`src/core/fpk_pkg.sv`:
```
// Purpose: Shared constants and types for the front panel key controller.
// Assumes: pclk runs at 10 MHz; APB slave with 32-bit data.
// Notes: Times are in milliseconds; cycle counts derive from CLK_KHZ.
`default_nettype none

package fpk_pkg;
	localparam int CLK_KHZ = 10_000;
	localparam int DEBOUNCE_MS = 10;
	localparam int DEBOUNCE_CYC = DEBOUNCE_MS * CLK_KHZ;
	localparam int REPEAT_MS = 250;
	localparam int REPEAT_CYC = REPEAT_MS * CLK_KHZ;
	localparam int MESSAGE_MS = 1000;
	localparam int MESSAGE_CYC = MESSAGE_MS * CLK_KHZ;
	localparam int BLINK_MS = 200;
	localparam int BLINK_CYC = BLINK_MS * CLK_KHZ;

	// Positions on the raw key bus
	localparam int NKEY = 10;
	localparam int KEY_DISPLAY = 0;
	localparam int KEY_SEL0 = 1;
	localparam int KEY_GAIN = 7;
	localparam int KEY_UP = 8;
	localparam int KEY_DOWN = 9;
	localparam int NSEL = 6;
	localparam logic [2:0] SEL_SHIFT = 3'h0;
	localparam logic [2:0] SEL_MODE = 3'h1;
	localparam int NDISP = 6;
	localparam int DISP_SHIFT = 1;

	localparam int MAG_W = 10;
	localparam logic [9:0] MAG_FULL = 10'h3e8;
	localparam logic [9:0] STEP_SMALL = 10'h001;
	localparam logic [9:0] STEP_LARGE = 10'h00a;
	localparam logic [3:0] SMALL_STEP_LIMIT = 4'ha;

	// Sensitivity index: 0 is 5 V, each step 5-2-1 more sensitive, 20 is 1 uV
	localparam int SENS_W = 5;
	localparam logic [4:0] SENS_LAST = 5'h14;
	localparam logic [4:0] SENS_STABLE_HI = 5'h0e;
	localparam logic [4:0] SENS_MID_LO = 5'h06;
	localparam logic [4:0] SENS_MID_HI = 5'h11;
	localparam logic [4:0] SENS_MAXHR_LO = 5'h09;

	localparam int ADDR_W = 8;
	localparam logic [7:0] ADDR_CTRL = 8'h00;
	localparam logic [7:0] ADDR_SENS = 8'h04;
	localparam logic [7:0] ADDR_STATUS = 8'h08;
	localparam logic [7:0] ADDR_SHIFT = 8'h0c;
	localparam int CTRL_TWOCH_BIT = 0;
	localparam int CTRL_OMODE_LSB = 1;

	localparam int HOLD_ERR = 0;
	localparam int HOLD_HR = 1;
	localparam int HOLD_SENS = 2;
	localparam int NHOLD = 3;

	typedef enum logic [1:0] {SIGN_OFF, SIGN_POS, SIGN_NEG} fpk_sign_t;
	typedef enum logic [1:0] {HR_STABLE, HR_MIDDLE, HR_MAX} fpk_headroom_t;
	typedef enum logic [1:0] {RNG_WIDE, RNG_MID, RNG_LOW} fpk_range_t;
	typedef enum logic [1:0] {
		OMODE_INPHASE, OMODE_TRACK, OMODE_MAG, OMODE_LOGMAG
	} fpk_omode_t;
	typedef enum logic [1:0] {
		MTR_VALUE, MTR_SHIFT, MTR_OFF, MTR_MISSING_CARD
	} fpk_meter_t;
	typedef enum logic [2:0] {
		REG_CTRL, REG_SENS, REG_STATUS, REG_SHIFT, REG_NONE
	} fpk_reg_t;

	typedef struct packed {
		logic psel;
		logic penable;
		logic pwrite;
		logic [ADDR_W-1:0] paddr;
		logic [31:0] pwdata;
	} fpk_apb_req_t;

	typedef struct packed {
		logic [31:0] prdata;
		logic pready;
		logic pslverr;
	} fpk_apb_rsp_t;

	typedef struct packed {
		logic [NDISP-1:0] disp_led;
		logic [NSEL-1:0] sel_led;
		logic [2*NSEL-1:0] subsel_led;
		logic shift_pos_led;
		logic shift_neg_led;
		logic gain_led;
		logic [2:0] headroom_led;
		logic [2:0] range_led;
		logic sens_flash;
		logic shift_to_mag;
		fpk_meter_t meter_mode;
		logic meter_neg;
		logic [MAG_W-1:0] meter_mag;
	} fpk_panel_out_t;
endpackage

`default_nettype wire

```
`src/core/fpk_key_cond.sv`:
```
// Purpose: Synchronise, debounce and edge-detect one front-panel key.
// Assumes: key_raw is high while pressed and is asynchronous to pclk.
// Notes: Repeat pulses start one interval after the press and continue.
`timescale 1ns/100ps
`default_nettype none

module fpk_key_cond #(
	parameter int DEB_CYC = fpk_pkg::DEBOUNCE_CYC,
	parameter int RPT_CYC = fpk_pkg::REPEAT_CYC
) (
	input wire logic pclk,
	input wire logic presetn,
	input wire logic key_raw,
	output var logic held,
	output var logic press,
	output var logic repeat_pulse
);
	import fpk_pkg::*;

	localparam int DW = $clog2(DEB_CYC + 1);
	localparam int RW = $clog2(RPT_CYC + 1);

	if (DEB_CYC < 1 || RPT_CYC < 1) begin : g_chk
		$error("Debounce and repeat counts must be at least one");
	end

	typedef struct packed {
		logic s1;
		logic s2;
		logic lvl;
		logic press;
		logic rpt;
		logic [DW-1:0] deb_cnt;
		logic [RW-1:0] rpt_cnt;
	} fpk_key_state_t;

	fpk_key_state_t q, d;

	always_comb begin
		d = q;
		d.s1 = key_raw;
		d.s2 = q.s1;
		d.press = 1'b0;
		d.rpt = 1'b0;
		// A level must stay changed for the whole window to count
		if (q.s2 != q.lvl) begin
			if (q.deb_cnt == DW'(DEB_CYC - 1)) begin
				d.lvl = q.s2;
				d.press = q.s2;
				d.deb_cnt = '0;
				d.rpt_cnt = '0;
			end else begin
				d.deb_cnt = q.deb_cnt + 1'b1;
			end
		end else begin
			d.deb_cnt = '0;
		end
		if (q.lvl && q.s2 == q.lvl) begin
			if (q.rpt_cnt == RW'(RPT_CYC - 1)) begin
				d.rpt_cnt = '0;
				d.rpt = 1'b1;
			end else begin
				d.rpt_cnt = q.rpt_cnt + 1'b1;
			end
		end
	end

	always_ff @(posedge pclk or negedge presetn) begin
		if (!presetn) begin
			q <= '0;
		end else begin
			q <= d;
		end
	end

	assign held = q.lvl;
	assign press = q.press;
	assign repeat_pulse = q.rpt;
endmodule // fpk_key_cond

`default_nettype wire

```
`src/core/fpk_hold_timer.sv`:
```
// Purpose: Retriggerable one-shot that holds a level for a fixed time.
// Assumes: start is a one-cycle pulse from pclk logic.
// Notes: A new start during the hold restarts the full interval.
`timescale 1ns/100ps
`default_nettype none

module fpk_hold_timer #(
	parameter int HOLD_CYC = fpk_pkg::MESSAGE_CYC
) (
	input wire logic pclk,
	input wire logic presetn,
	input wire logic start,
	output var logic active
);
	import fpk_pkg::*;

	localparam int CW = $clog2(HOLD_CYC + 1);

	if (HOLD_CYC < 1) begin : g_chk
		$error("Hold count must be at least one");
	end

	typedef struct packed {
		logic active;
		logic [CW-1:0] cnt;
	} fpk_hold_state_t;

	fpk_hold_state_t q, d;

	always_comb begin
		d = q;
		if (start) begin
			d.active = 1'b1;
			d.cnt = '0;
		end else if (q.active) begin
			if (q.cnt == CW'(HOLD_CYC - 1)) begin
				d.active = 1'b0;
			end else begin
				d.cnt = q.cnt + 1'b1;
			end
		end
	end

	always_ff @(posedge pclk or negedge presetn) begin
		if (!presetn) begin
			q <= '0;
		end else begin
			q <= d;
		end
	end

	assign active = q.active;
endmodule // fpk_hold_timer

`default_nettype wire

```
`src/core/fpk_front_panel.sv`:
```
// Purpose: Front-panel key and indicator controller with an APB port.
// Assumes: Keys and card-detect pins are asynchronous and active high.
// Notes: Only the shift, gain, headroom and range parameters act here.
// Summary of operation
// - One display indicator lit; each display key press advances it.
// - Holding the display key keeps advancing the display function.
// - Six select keys each toggle between two sub-selections and activate.
// - UP and DOWN act only on the active key's lit sub-selection.
// - Shift select key alternates between sign and magnitude.
// - Sign: UP sets positive or turns off if positive; DOWN mirrors.
// - Shift off darkens both sign indicators and freezes the magnitude.
// - Magnitude steps by one thousandth, slow enough for single steps.
// - After ten small steps in one hold, steps become one hundredth.
// - Shift display shows sign and magnitude, or an off message.
// - Two-channel: shift goes in-phase or magnitude per output mode.
// - Gain key toggles times-ten gain on channel one with indicator.
// - Mode select key alternates headroom and range sub-selections.
// - Headroom steps among maximum, middle and stable settings.
// - Each headroom allows only its own sensitivity window.
// - Inconsistent headroom request is refused; sensitivity indicator flashes.
// - Inconsistent new sensitivity moves headroom; headroom indicator flashes.
// - Range steps among wide, mid and low bands.
// - Range without its card is refused; missing-card message shown briefly.
// - No range card at all shows the missing-card message continuously.
//
// The APB slave port and the register offsets are this design's own decisions.
`timescale 1ns/100ps
`default_nettype none

module fpk_front_panel #(
	parameter int DEB_CYC = fpk_pkg::DEBOUNCE_CYC,
	parameter int RPT_CYC = fpk_pkg::REPEAT_CYC,
	parameter int MSG_CYC = fpk_pkg::MESSAGE_CYC,
	parameter int BLINK_CYC_P = fpk_pkg::BLINK_CYC
) (
	input wire logic pclk,
	input wire logic presetn,
	input wire fpk_pkg::fpk_apb_req_t apb_req,
	output var fpk_pkg::fpk_apb_rsp_t apb_rsp,
	input wire logic [fpk_pkg::NKEY-1:0] key_raw,
	input wire logic [2:0] card_present_raw,
	output var fpk_pkg::fpk_panel_out_t panel
);
	import fpk_pkg::*;

	localparam int DW = $clog2(NDISP);
	localparam int BW = $clog2(BLINK_CYC_P + 1);

	if (BLINK_CYC_P < 1 || NDISP < 2) begin : g_chk
		$error("Blink count must be positive and two displays present");
	end

	typedef struct packed {
		logic [2:0] crd_s1;
		logic [2:0] crd_s2;
		logic [DW-1:0] disp;
		logic [2:0] act_sel;
		logic [NSEL-1:0] subsel;
		fpk_sign_t sign;
		logic [MAG_W-1:0] mag;
		logic [3:0] step_cnt;
		logic shift_to_mag;
		logic gain;
		fpk_headroom_t headroom;
		fpk_range_t range;
		logic [SENS_W-1:0] sens;
		logic two_ch;
		fpk_omode_t omode;
		logic [BW-1:0] blink_cnt;
		logic blink;
		fpk_apb_rsp_t rsp;
		fpk_panel_out_t out;
	} fpk_front_state_t;

	fpk_front_state_t q, d;
	logic [NKEY-1:0] key_held, key_press, key_rpt;
	logic [NHOLD-1:0] hold_start, hold_act;
	logic setup, wr_en, up_ev, dn_ev, tgt_mag;
	fpk_reg_t rsel;
	logic [3:0] cnt_now;
	logic [MAG_W-1:0] step;
	logic [SENS_W-1:0] new_sens;
	fpk_headroom_t hr_req;
	fpk_range_t rng_req;

	function automatic fpk_reg_t reg_sel(input logic [ADDR_W-1:0] a);
		if (a == ADDR_CTRL) begin
			return REG_CTRL;
		end else if (a == ADDR_SENS) begin
			return REG_SENS;
		end else if (a == ADDR_STATUS) begin
			return REG_STATUS;
		end else if (a == ADDR_SHIFT) begin
			return REG_SHIFT;
		end else begin
			return REG_NONE;
		end
	endfunction

	// Sensitivity window for each headroom setting
	function automatic logic hr_ok(input logic [SENS_W-1:0] s,
			input fpk_headroom_t h);
		case (h)
			HR_STABLE: return s <= SENS_STABLE_HI;
			HR_MIDDLE: return s >= SENS_MID_LO && s <= SENS_MID_HI;
			default: return s >= SENS_MAXHR_LO && s <= SENS_LAST;
		endcase
	endfunction

	// Nearest headroom that accepts the given sensitivity
	function automatic fpk_headroom_t hr_fix(input logic [SENS_W-1:0] s);
		if (s < SENS_MID_LO) begin
			return HR_STABLE;
		end else if (s > SENS_MID_HI) begin
			return HR_MAX;
		end else begin
			return HR_MIDDLE;
		end
	endfunction

	function automatic fpk_headroom_t hr_step(input fpk_headroom_t h,
			input logic up);
		if (up) begin
			return (h == HR_MAX) ? h : fpk_headroom_t'(h + 2'h1);
		end else begin
			return (h == HR_STABLE) ? h : fpk_headroom_t'(h - 2'h1);
		end
	endfunction

	function automatic fpk_range_t rng_step(input fpk_range_t r,
			input logic up);
		if (up) begin
			return (r == RNG_LOW) ? r : fpk_range_t'(r + 2'h1);
		end else begin
			return (r == RNG_WIDE) ? r : fpk_range_t'(r - 2'h1);
		end
	endfunction

	for (genvar k = 0; k < NKEY; k++) begin : g_key
		fpk_key_cond #(
			.DEB_CYC(DEB_CYC),
			.RPT_CYC(RPT_CYC)
		) u_cond (
			.pclk(pclk),
			.presetn(presetn),
			.key_raw(key_raw[k]),
			.held(key_held[k]),
			.press(key_press[k]),
			.repeat_pulse(key_rpt[k])
		);
	end

	// Message hold, headroom flash and sensitivity flash share one duration
	for (genvar h = 0; h < NHOLD; h++) begin : g_hold
		fpk_hold_timer #(
			.HOLD_CYC(MSG_CYC)
		) u_hold (
			.pclk(pclk),
			.presetn(presetn),
			.start(hold_start[h]),
			.active(hold_act[h])
		);
	end

	always_comb begin
		d = q;
		hold_start = '0;
		cnt_now = '0;
		step = STEP_SMALL;
		d.crd_s1 = card_present_raw;
		d.crd_s2 = q.crd_s1;
		up_ev = key_press[KEY_UP] || key_rpt[KEY_UP];
		dn_ev = key_press[KEY_DOWN] || key_rpt[KEY_DOWN];
		tgt_mag = q.two_ch && (q.omode == OMODE_MAG
			|| q.omode == OMODE_LOGMAG);
		hr_req = hr_step(q.headroom, key_press[KEY_UP]);
		rng_req = rng_step(q.range, key_press[KEY_UP]);

		if (key_press[KEY_DISPLAY] || key_rpt[KEY_DISPLAY]) begin
			d.disp = (q.disp == DW'(NDISP - 1)) ? '0
				: q.disp + 1'b1;
		end
		for (int i = 0; i < NSEL; i++) begin
			if (key_press[KEY_SEL0 + i]) begin
				d.act_sel = 3'(i);
				d.subsel[i] = !q.subsel[i];
			end
		end
		if (key_press[KEY_GAIN]) begin
			d.gain = !q.gain;
		end

		if (!key_held[KEY_UP] && !key_held[KEY_DOWN]) begin
			d.step_cnt = '0;
		end
		// UP and DOWN reach only the active key's lit sub-selection
		if (q.act_sel == SEL_SHIFT) begin
			if (!q.subsel[SEL_SHIFT]) begin
				if (key_press[KEY_UP] && !key_press[KEY_DOWN]) begin
					d.sign = (q.sign == SIGN_POS) ? SIGN_OFF
						: SIGN_POS;
					d.shift_to_mag = tgt_mag;
				end else if (key_press[KEY_DOWN] && !key_press[KEY_UP]) begin
					d.sign = (q.sign == SIGN_NEG) ? SIGN_OFF
						: SIGN_NEG;
					d.shift_to_mag = tgt_mag;
				end
			end else if (q.sign != SIGN_OFF && up_ev != dn_ev) begin
				cnt_now = (key_press[KEY_UP] || key_press[KEY_DOWN]) ? '0
					: q.step_cnt;
				step = (cnt_now >= SMALL_STEP_LIMIT) ? STEP_LARGE
					: STEP_SMALL;
				if (cnt_now < SMALL_STEP_LIMIT) begin
					d.step_cnt = cnt_now + 4'h1;
				end else begin
					d.step_cnt = cnt_now;
				end
				if (up_ev) begin
					d.mag = (q.mag > MAG_FULL - step) ? MAG_FULL
						: q.mag + step;
				end else begin
					d.mag = (q.mag < step) ? '0 : q.mag - step;
				end
				d.shift_to_mag = tgt_mag;
			end
		end else if (q.act_sel == SEL_MODE
				&& key_press[KEY_UP] != key_press[KEY_DOWN]) begin
			if (!q.subsel[SEL_MODE]) begin
				if (hr_ok(q.sens, hr_req)) begin
					d.headroom = hr_req;
				end else begin
					hold_start[HOLD_SENS] = 1'b1;
				end
			end else if (q.crd_s2[rng_req]) begin
				d.range = rng_req;
			end else begin
				hold_start[HOLD_ERR] = 1'b1;
			end
		end

		// Register port: data and answer are set up one cycle ahead
		setup = apb_req.psel && !apb_req.penable;
		wr_en = apb_req.psel && apb_req.penable && apb_req.pwrite
			&& q.rsp.pready;
		rsel = reg_sel(apb_req.paddr);
		d.rsp.pready = setup;
		d.rsp.pslverr = setup && rsel == REG_NONE;
		d.rsp.prdata = '0;
		if (setup && !apb_req.pwrite) begin
			if (rsel == REG_CTRL) begin
				d.rsp.prdata[CTRL_TWOCH_BIT] = q.two_ch;
				d.rsp.prdata[CTRL_OMODE_LSB +: 2] = q.omode;
			end else if (rsel == REG_SENS) begin
				d.rsp.prdata[SENS_W-1:0] = q.sens;
			end else if (rsel == REG_STATUS) begin
				d.rsp.prdata = 32'({q.shift_to_mag, q.range, q.headroom,
					q.sign, q.gain, q.subsel, q.act_sel, q.disp});
			end else if (rsel == REG_SHIFT) begin
				d.rsp.prdata[MAG_W-1:0] = q.mag;
			end
		end
		new_sens = (apb_req.pwdata[SENS_W-1:0] > SENS_LAST) ? SENS_LAST
			: apb_req.pwdata[SENS_W-1:0];
		if (wr_en && rsel == REG_CTRL) begin
			d.two_ch = apb_req.pwdata[CTRL_TWOCH_BIT];
			d.omode = fpk_omode_t'(apb_req.pwdata[CTRL_OMODE_LSB +: 2]);
		end else if (wr_en && rsel == REG_SENS) begin
			d.sens = new_sens;
			// Sensitivity dominates: headroom follows it
			if (!hr_ok(new_sens, d.headroom)) begin
				d.headroom = hr_fix(new_sens);
				hold_start[HOLD_HR] = 1'b1;
			end
		end

		if (hold_act[HOLD_HR] || hold_act[HOLD_SENS]) begin
			if (q.blink_cnt == BW'(BLINK_CYC_P - 1)) begin
				d.blink_cnt = '0;
				d.blink = !q.blink;
			end else begin
				d.blink_cnt = q.blink_cnt + 1'b1;
			end
		end else begin
			d.blink_cnt = '0;
			d.blink = 1'b0;
		end

		d.out.disp_led = NDISP'(1) << d.disp;
		d.out.sel_led = NSEL'(1) << d.act_sel;
		for (int i = 0; i < NSEL; i++) begin
			d.out.subsel_led[2*i +: 2] = d.subsel[i] ? 2'h2 : 2'h1;
		end
		d.out.shift_pos_led = d.sign == SIGN_POS;
		d.out.shift_neg_led = d.sign == SIGN_NEG;
		d.out.gain_led = d.gain;
		d.out.headroom_led = (hold_act[HOLD_HR] && !d.blink) ? 3'h0
			: 3'h1 << d.headroom;
		d.out.range_led = 3'h1 << d.range;
		d.out.sens_flash = hold_act[HOLD_SENS] && d.blink;
		d.out.shift_to_mag = d.shift_to_mag;
		d.out.meter_neg = d.sign == SIGN_NEG;
		d.out.meter_mag = d.mag;
		if (q.crd_s2 == 3'h0 || hold_act[HOLD_ERR]) begin
			d.out.meter_mode = MTR_MISSING_CARD;
		end else if (d.disp == DW'(DISP_SHIFT)) begin
			d.out.meter_mode = (d.sign == SIGN_OFF) ? MTR_OFF
				: MTR_SHIFT;
		end else begin
			d.out.meter_mode = MTR_VALUE;
		end
	end

	// Panel shows its power-on LEDs at once, so no blank frame follows reset
	function automatic fpk_front_state_t reset_state();
		fpk_front_state_t s;
		s = '0;
		s.out.disp_led = NDISP'(1);
		s.out.sel_led = NSEL'(1);
		s.out.subsel_led = {NSEL{2'h1}};
		s.out.headroom_led = 3'h1;
		s.out.range_led = 3'h1;
		s.out.meter_mode = MTR_MISSING_CARD;
		return s;
	endfunction

	localparam fpk_front_state_t Q_RST = reset_state();

	// State zero at reset: shift off, gain off, first sub-selections, 5 V
	always_ff @(posedge pclk or negedge presetn) begin
		if (!presetn) begin
			q <= Q_RST;
		end else begin
			q <= d;
		end
	end

	assign apb_rsp = q.rsp;
	assign panel = q.out;
endmodule // fpk_front_panel

`default_nettype wire

```
`config.mk`:
```
export PLATFORM = sky130hd
export DESIGN_NAME = fpk_front_panel
export DESIGN_NICKNAME = d
export VERILOG_FILES = /design/src/core/fpk_pkg.sv /design/src/core/fpk_key_cond.sv /design/src/core/fpk_hold_timer.sv /design/src/core/fpk_front_panel.sv
export SDC_FILE = /design/constraint.sdc
export NUM_CORES = 1
export LEC_CHECK = 0
export BUFFER_PORTS_ARGS = -buffer_cell sky130_fd_sc_hd__buf_2
export CORE_MARGIN = 2
export CORE_UTILIZATION = 63
export CTS_BUF_LIST = sky130_fd_sc_hd__clkbuf_8
export DETAILED_ROUTE_END_ITERATION = 10
export PLACE_DENSITY = 0.8
export SLEW_MARGIN = 20
export SYNTH_ARGS = -nofsm -noshare
export SYNTH_HDL_FRONTEND = slang
export SYNTH_SLANG_ARGS = --single-unit
```
`constraint.sdc`:
```
create_clock -name pclk -period 4.1 [get_ports pclk]
set_input_delay 0.82 -clock pclk [delete_from_list [all_inputs] [get_ports pclk]]
set_output_delay 0.82 -clock pclk [all_outputs]
set_load 0.02 [all_outputs]
```
; Yosys cells after proc, flatten, opt, wreduce, memory -nomap -nowiden
; Index checks and enable logic that the tools add are counted.
[totals]
reg_bits = 493
input_bits = 58
out_inout_bits = 82
word_cells = 444
[op_classes]
add_sub_neg = 26
order_cmp = 18
n_eq_ne = 56
n_shift = 4
n_mux = 164
n_bitwise = 1
reduce_logical = 84
[op_table]
columns = operator, count
row1 = $mux 17, 21
row2 = $mux 22, 13
row3 = $add 17x1->17 const B, 10
row4 = $eq 17x17->1 const B, 10
row5 = $mux 25, 6
row6 = $add 24x1->24 const B, 3
row7 = $eq 24x24->1 const B, 3
row8 = $mux 24, 3
row9 = $add 22x1->22 const B, 3
row10 = $eq 22x22->1 const B, 3
row11 = $mux 10, 6
row12 = $mux 1, 56
row13 = $mux 2, 28
row14 = $mux 3, 13
row15 = $reduce_and 2->1, 17
row16 = $mux 32, 1
row17 = $mux 15, 2
row18 = $mux 29, 1
row19 = $mux 4, 7
row20 = $logic_and 1x1->1, 23
row21 = $add 21x1->21 const B, 1
row22 = $eq 21x21->1 const B, 1
row23 = $mux 21, 1
row24 = $le 5x5->1 const B, 4
row25 = other kinds (42), 117

; Longest topological paths before layout
; Gate-level depths: netlist of run 1.
[logic_depth]
depth_word = 21
ltp_mapped = 19

; Cells and area by module
; Synthesis of run 1 repeated with hierarchy kept, for this count alone.
[unflattened]
hier_cells = 3485
hier_area_um2 = 34121.5
[modules_own_cells]
columns = mod, instances, cells_per_inst, area_each_um2
row1 = fpk_key_cond at g_key[0].u_cond ..., 9, 240, 2341.0
row2 = fpk_front_panel, 1, 682, 6595.1
row3 = fpk_hold_timer, 3, 131, 1351.3
row4 = fpk_key_cond at g_key[9].u_cond, 1, 250, 2403.6

; Worst setup path after synthesis of run 1
; No wires, ideal clock.
[synth_timing]
path_kind = reg2reg
startpoint = register g_key[8].u_cond.q (netlist bit g_key[8].u_cond.press)
endpoint = register q (netlist bit panel[2])
arrival_time_ns = 3.591
t_required_ns = 3.979
setup_slack_ns = 0.388
stages_incl_launch_ff = 19
cell_sequence = dfrtp_1 buf_6 inv_1 ha_1 clkbuf_1 and2_1 ha_1 nand3_1 nand2_1 inv_1 ha_1 fa_1 nor2b_1 o21bai_1 or3_1 o21ai_0 clkbuf_1 o221ai_1 a22o_1
[synth_between]
elab_chain_cells = 8
elab_cells_between_ends = 16
[synth_rtl]
columns = item, line_no
row1 = start: declaration, fpk_key_cond.sv:37  ; fpk_key_state_t q, d;
row2 = start signal: assignment, fpk_key_cond.sv:70  ; q <= '0;
row3 = start signal: assignment, fpk_key_cond.sv:72  ; q <= d;
row4 = $logic_or 1x1->1, fpk_front_panel.sv:209  ; cnt_now = (key_press[KEY_UP] || key_press[KEY_DOWN]) ? '0
row5 = $mux 4, fpk_front_panel.sv:209
row6 = $ge 4x4->1, fpk_front_panel.sv:211  ; step = (cnt_now >= SMALL_STEP_LIMIT) ? STEP_LARGE
row7 = $mux 4, fpk_front_panel.sv:211
row8 = $sub 6x5->7, fpk_front_panel.sv:219  ; d.mag = (q.mag > MAG_FULL - step) ? MAG_FULL
row9 = $gt 10x10->1, fpk_front_panel.sv:219
row10 = $mux 10, fpk_front_panel.sv:219
row11 = $mux 10, fpk_front_panel.sv:218  ; if (up_ev) begin
row12 = end signal: assignment, fpk_front_panel.sv:331  ; q <= Q_RST;
row13 = end signal: assignment, fpk_front_panel.sv:333  ; q <= d;
row14 = end: declaration, fpk_front_panel.sv:75  ; fpk_front_state_t q, d;
; Parallel ways exist; a longest one is shown, timed or not.
; A chain may end at the register's enable or synchronous reset.

; Worst setup path after layout of run 1
[layout_timing]
startpoint = register g_key[9].u_cond.q (netlist bit g_key[9].u_cond.press)
endpoint = register q (netlist bit panel[7])
[layout_between]
elab_chain_cells = 8
elab_cells_between_ends = 16
[layout_rtl]
columns = item, line_no
row1 = start: declaration, fpk_key_cond.sv:37
row2 = start signal: assignment, fpk_key_cond.sv:70
row3 = start signal: assignment, fpk_key_cond.sv:72
row4 = $logic_or 1x1->1, fpk_front_panel.sv:209
row5 = $mux 4, fpk_front_panel.sv:209
row6 = $ge 4x4->1, fpk_front_panel.sv:211
row7 = $mux 4, fpk_front_panel.sv:211
row8 = $sub 6x5->7, fpk_front_panel.sv:219
row9 = $gt 10x10->1, fpk_front_panel.sv:219
row10 = $mux 10, fpk_front_panel.sv:219
row11 = $mux 10, fpk_front_panel.sv:218
; Parallel ways exist; a longest one is shown, timed or not.

==> results of run 1 <==
==> placed cells by master, fill, tap and decap left out, types with 17 or more instances in the layout <==
master / Yosys / routed
dfrtp_1: 463 / 463
ha_1: 41 / 40
nand4_1: 62 / 62
xor2_1: 193 / 193
nor2b_1: 20 / 20
and2_1: 21 / 21
and3_1: 66 / 66
nand3_1: 156 / 156
clkbuf_8: 0 / 95
nor4_1: 26 / 25
o21ai_0: 85 / 85
nor3b_1: 17 / 17
buf_2: 3 / 99
nand2_1: 179 / 178
and4_1: 26 / 26
nor2_4: 20 / 20
nand2b_1: 22 / 22
nor3_1: 58 / 58
xnor2_1: 79 / 79
or3_1: 28 / 28
nor2_1: 366 / 366
a21oi_1: 52 / 52
inv_1: 75 / 95
==> kinds of logic after synthesis <==
kind of cell | synth area share, %
adders and majority gates | 2.361
other | 0.01601
and+or+nand+nor | 24.36
AOI/OAI and AO/OA | 5.615
muxes | 1.646
DFF | 50.82
buffers and inverters | 5.011
xor gates and xnor gates | 10.17
==> repair_timing <==
| item | 4_1_cts | 5_1_grt |
|---|---|---|
| endpoints found under the setup margin | 0 | 4 |
| gates resized for setup | 0 | 2 |
| hold buffers | 0 | 0 |
==> synthesized netlist by cell type (all sizes together) (58+ instances only) <==
library cell	number	area, um^2
and3	66	412.9
xnor2	79	691.9
nor3	58	290.3
inv	75	281.5
o21ai	86	430.4
buf	90	696.9
nor2	386	1599
xor2	193	1690
nand2	179	671.9
nand3	156	780.8
nand4	62	387.9
dfrtp	463	11590
==> power by group through the flow <==
stage                     Clock, mW  Combinational (mW)  Sequential [mW]
final                          4.71               0.331             4.82
after global routing           5.04               0.383             4.83
after CTS                      4.81               0.342             4.82
after detailed placement          0               0.339             4.90
after global placement            0               0.325             4.90
after floorplan                   0               0.193             4.89
==> through the flow <==
step                      total power, mW  hold slack, ns  utilization, %
after floorplan                     5.082          0.3312               -
after global placement              5.225          0.3321           65.34
after detailed placement            5.242          0.3372           65.34
after CTS                           9.974          0.1922           70.27
after global routing                10.25          0.2272           70.32
final                               9.860          0.1978           70.32
==> how the worst min path moves through the flow <==
stage / endpoint / slack (ns)
2_1_floorplan: g_key[0].u_cond.q[42] / 0.33
3_3_place_gp: g_key[6].u_cond.q[42] / 0.33
3_5_place_dp: q[147] / 0.34
4_1_cts: g_hold[1].u_hold.q[7] / 0.19
5_1_grt: g_hold[1].u_hold.q[7] / 0.23
6_report: g_hold[1].u_hold.q[7] / 0.20
==> routing by layer <==
metal  GRT usage (%)  wire length (um)  part of all wire [%]
met1           34.32             20810                    44
met2           41.42             22820                    48
met3           4.483              2439                   5.2
met4           8.828              1098                   2.3
met5               0                 0                     0
==> registers in the layout, indices dropped and copies added (netlist names) <==
register                   flops
g_key.u_cond.held             10
g_key.u_cond.press            10
g_hold.u_hold.q               72
d                              3
g_key.u_cond.repeat_pulse      3
q                             49
g_hold.u_hold.active           3
g_key.u_cond.d                10
panel                         47
g_key.u_cond.q               246
apb_rsp                       22
==> layout make-up <==
type	count	area (um^2)
clock inverter	47	499.2
timing repair buffer	120	752.0
fill	2693	10870
multi-input combinational	1698	10420
clock buffer	95	1308
tap	468	585.6
sequential	475	11900
inverter	75	281.5
==> qor.yml, run 1 <==
outcome:
  status: "finished clean"
timing:
  slew_headroom_pct: 27.82
  slew_violations: 0
  finalCriticalPeriod_ns: 3.829
  setup-tns-final_ns: 0
  tightest_slew_ns: 1.068
  fin_worst_skew_ns: 0.02752
  setup_violations: 0
  setup_slack_ns: 0.2706
  fin_crit_sh_pct: 93.40
  hold_viol_final: 0
  max_clock_freq_mhz: 261.1
global_route:
  grt_max_degree: 106
  grt_overflow: 0
  grt_pass1_vias: 17100
  grt_use_total_pct: 25.29
  grt_pass1_wl_um: 80670
  antenna_found_initial: 0
place:
  dpl-instance-area_mm2: 0.02392
  detailed_place_hpwl_um: 31940
  globalplace.congestion: 0.8700
  pre_cts_slack_ns: 0.1708
  place_inst: 2835
  portBuffers: 100
detailed_routing:
  viasPerCell: 5.721
  vias: 17040
  dr.pass1.iters: 5
  drt_wl_total_um: 47160
  wl_per_cell_um: 15.84
  drtAntennaViolNets: 0
  first_iter_violations: 1101
  drc: 0
clocking:
  cts_buffers: 77
  clock-sinks: 475
  worstSkewPairLatency_ns: 0.64
  post_cts_buffers: 0
  cts.path.max_buffers: 3
  cts-root-buf: "clkbuf_8"
  path_clk_slew_ns: 0.06
  cts_max_level: 3
  cts_tree: "yes"
setup_path:
  cp-start-kind: "flip-flop"
  crit_required_ns: 4.63
  r2r-start: "g_key[9].u_cond.press"
  path_cells: "inv_1 > ha_2 > and2_1 > ha_1 > nand3_1 > nand2_2 > inv_1 > ha_1 > fa_1 > nor2b_1 > o21bai_1 > or3_1 > o21ai_0 > buf_4 > nor3b_1 > a21oi_1 > o21ai_0"
  slowest_stage: "fa_1"
  cp.arrival_ns: 4.36
  path_delay_family: "adder cells"
  worst-path-max-fanout: 11
  crit_end: "panel[7]"
  r2r_slack_ns: 0.27
  cp.depth: 17
  crit_buf_inv: 3
  reg2reg_depth: 17
  endpoint_kind: "flip-flop"
  cpPeakStageDelay_ns: 0.42
  crit_type: "reg2reg"
  crit-reg2reg-capture: "panel[7]"
  critical_path.startpoint: "g_key[9].u_cond.press"
worst_hold_path:
  hold_path.class: "in2async"
synth:
  synth_edf_count: 0
  synthesis.area_mm2: 0.02342
  ys.flop_type: "dfrtp_1"
  yosys_register_bits: 475
  syn_avg_cell_area_um2: 9.844
  synthArstFlopShare_pct: 100.0
  yosysWarnings: 0
  synth_cells: 2379
  ys_seq_area_share_pct: 50.82
  synth_cell_type_count: 75
power:
  combPwrFrac_pct: 3.4
  switching_share_pct: 22.30
  power_density_mw_per_mm2: 383.0
  p_switching_mw: 2.199
  ir_worst_vdd_mv: 0.3122
  p_clk_share_pct: 47.7
  internal-power_mw: 7.661
  power_leakage_nw: 12.11
  pwr-share-seq_pct: 48.9
cells_and_area:
  fin_nets: 2548
  syn2layout_area_growth_pct: 9.927
  stdcell_count: 2978
  final_cell_area_mm2: 0.02574
  antenna_cells: 0
  drive_gt1_share_pct: 12.91
floorplan:
  core_mm2: 0.03661
  start_util_pct: 63.97
  ioPinCount: 140
  die_w_um: 196.8
  die_area_mm2: 0.03873
  rows: 70
  fp.dieH_um: 196.8
flow_run:
  maxCapViolCount: 0
Power figures use the tool's default switching activity.
==> run 2: changes to the inputs <==
- CORE_UTILIZATION: 63 -> 57
- PLACE_DENSITY: 0.8 -> 0.76
- clock period: 4.1 -> 3.5 ns (I/O delays scaled with it)
==> run 2 against run 1 <==
Effect of this change: via count shrank 0.56%; worst setup slack lost 0.13 ns; sequential power is 17% higher; combinational power grew 16%; sequential share of layout area down 0.24 points; clock power is 13% higher; highest routed layer unchanged.
==> qor.yml, run 2 (same netlist as run 1, synthesis figures left out) <==
outcome:
  status: "finished clean"
timing:
  rsz0062_at_grt: "no"
  setup_violations: 0
  fin_worst_skew_ns: 0.03548
  max_clock_freq_mhz: 297.5
  hold_viol_final: 0
  slew_headroom_pct: 41.05
  fin_crit_sh_pct: 96.04
  setup-tns-final_ns: 0
  slew_violations: 0
  finalCriticalPeriod_ns: 3.361
  tightest_slew_ns: 0.8768
detailed_routing:
  drtAntennaViolNets: 0
  first_iter_violations: 1199
  drc: 0
  drt_wl_total_um: 46780
  vias: 16940
  viasPerCell: 5.542
  wl_per_cell_um: 15.30
  dr.pass1.iters: 5
global_route:
  grt_overflow: 0
  grt_pass1_wl_um: 80410
  grt_max_degree: 95
  grt_use_total_pct: 22.82
  antenna_found_initial: 0
  grt_pass1_vias: 16890
clocking:
  worstSkewPairLatency_ns: 0.63
  hold_buffers: 0
  path_clk_slew_ns: 0.05
  cts_tree: "yes"
  cts-root-buf: "clkbuf_8"
  cts_buffers: 79
  clock-sinks: 475
  cts_max_level: 3
  cts.path.max_buffers: 3
worst_hold_path:
  hold_path.class: "in2async"
floorplan:
  die_area_mm2: 0.04272
  ioPinCount: 140
  core_mm2: 0.04065
  rows: 74
  fp.dieH_um: 206.7
  start_util_pct: 57.62
  die_w_um: 206.7
power:
  p_clk_share_pct: 46.8
  power_density_mw_per_mm2: 438.6
  switching_share_pct: 22.64
  internal-power_mw: 8.780
  power_leakage_nw: 12.18
  combPwrFrac_pct: 3.4
  pwr-share-seq_pct: 49.8
  p_switching_mw: 2.569
  ir_worst_vdd_mv: 0.2657
cells_and_area:
  fin_util_pct: 63.66
  largest_registers: "g_key.u_cond.q (246), g_hold.u_hold.q (72), q (49)"
  top_register: "g_key.u_cond.q"
  layout_common_cells: "463 x dfrtp_1, 366 x nor2_1, 193 x xor2_1, 178 x nand2_1, 156 x nand3_1"
  drive_gt1_share_pct: 13.43
  syn2layout_area_growth_pct: 10.49
  layout_commonest_cell: "dfrtp_1"
  largest_reg_flops: 246
  fin_nets: 2562
  fillers: 3160
  antenna_cells: 0
setup_path:
  cp_common_cell: "ha_1"
  path_delay_family: "simple AND/OR/NAND/NOR gates"
  cp-start-kind: "flip-flop"
  cpPeakStageDelay_ns: 0.43
  worst-path-max-fanout: 8
  critical_path.startpoint: "g_key[8].u_cond.press"
  r2r_slack_ns: 0.14
  endpoint_kind: "flip-flop"
  crit_type: "reg2reg"
  path_cells: "inv_1 > ha_1 > and2_1 > ha_1 > nand3_1 > nand2_1 > buf_4 > buf_4 > ha_1 > and4b_1 > nand3b_1 > a211o_1 > nand2_2 > o221ai_1 > a22o_1"
  slowest_stage: "a211o_1"
  crit_buf_inv: 3
  crit-reg2reg-capture: "panel[2]"
  reg2reg_depth: 15
  crit_required_ns: 4.00
  cp.arrival_ns: 3.86
  r2r-start: "g_key[8].u_cond.press"
flow_run:
  maxCapViolCount: 0
place:
  detailed_place_hpwl_um: 32090
  portBuffers: 100
  globalplace.congestion: 0.8559
==> run 2: changes by cell type in the layout (fill, tap and decap cells not counted), sizes merged <==
| cell | change |
|---|---|
| buf | +12 |
| clkinvlp | -2 |
| clkbuf | +8 |
| clkinv | -2 |
| bufinv | -5 |
| inv | +4 |
==> run 2: stage by stage <==
| stage | instances | total power, mW | worst slack, ns | instance area (um^2) | hold slack [ns] |
|---|---|---|---|---|---|
| 2_1_floorplan | 2390 | 5.953 | 0.005167 | 23460 | 0.3312 |
| 3_3_place_gp | 2910 | 6.122 | 0.2342 | 24080 | 0.3338 |
| 3_5_place_dp | 2910 | 6.139 | 0.1270 | 24080 | 0.3347 |
| 4_1_cts | 3055 | 11.50 | 0.08703 | 25840 | 0.06063 |
| 5_1_grt | 3057 | 11.80 | 0.01232 | 25880 | 0.09175 |
| 6_report | 3057 | 11.35 | 0.1387 | 25880 | 0.06646 |
==> run 2: per-layer routing <==
metal | share of wire (%) | up-vias | GRT usage, %
met3 | 5.3 | 78 | 4.113
met1 | 45 | 8264 | 31.55
met2 | 47 | 384 | 36.11
met4 | 2.6 | 0 | 8.840
li1 | - | 8215 | -
met5 | 0 | - | 0
==> run 2: how the worst max path moves through the flow <==
stage               endpoint  slack [ns]  cells after the start
CTS                 panel[7]        0.09                     16
detailed placement  panel[7]        0.13                     16
global route        panel[2]        0.01                     15
global placement    panel[2]        0.23                     16
finish              panel[2]        0.14                     15
floorplan           panel[2]       0.005                     18
==> run 2: layout make-up <==
class / instances / area (um^2) / area share (%)
flip-flops and latches: 475 / 11900 / 45.99
multi-input cells: 1698 / 10430 / 40.31
clock buffers: 103 / 1418 / 5.478
repair buffers: 132 / 838.3 / 3.240
well taps: 532 / 665.6 / 2.572
clock inverters: 42 / 341.6 / 1.320
inverters: 75 / 281.5 / 1.088
==> run 2: power groups by stage <==
stage	combinational, mW	sequential (mW)	clock [mW]
2_1_floorplan	0.226	5.73	0
3_3_place_gp	0.381	5.74	0
3_5_place_dp	0.395	5.74	0
4_1_cts	0.397	5.65	5.45
5_1_grt	0.449	5.66	5.69
6_report	0.385	5.65	5.31
==> run 2: timing repair <==
action | CTS | global route
endpoints found under the setup margin | 0 | 10
setup buffers | 0 | 2
resized for setup | 0 | 5
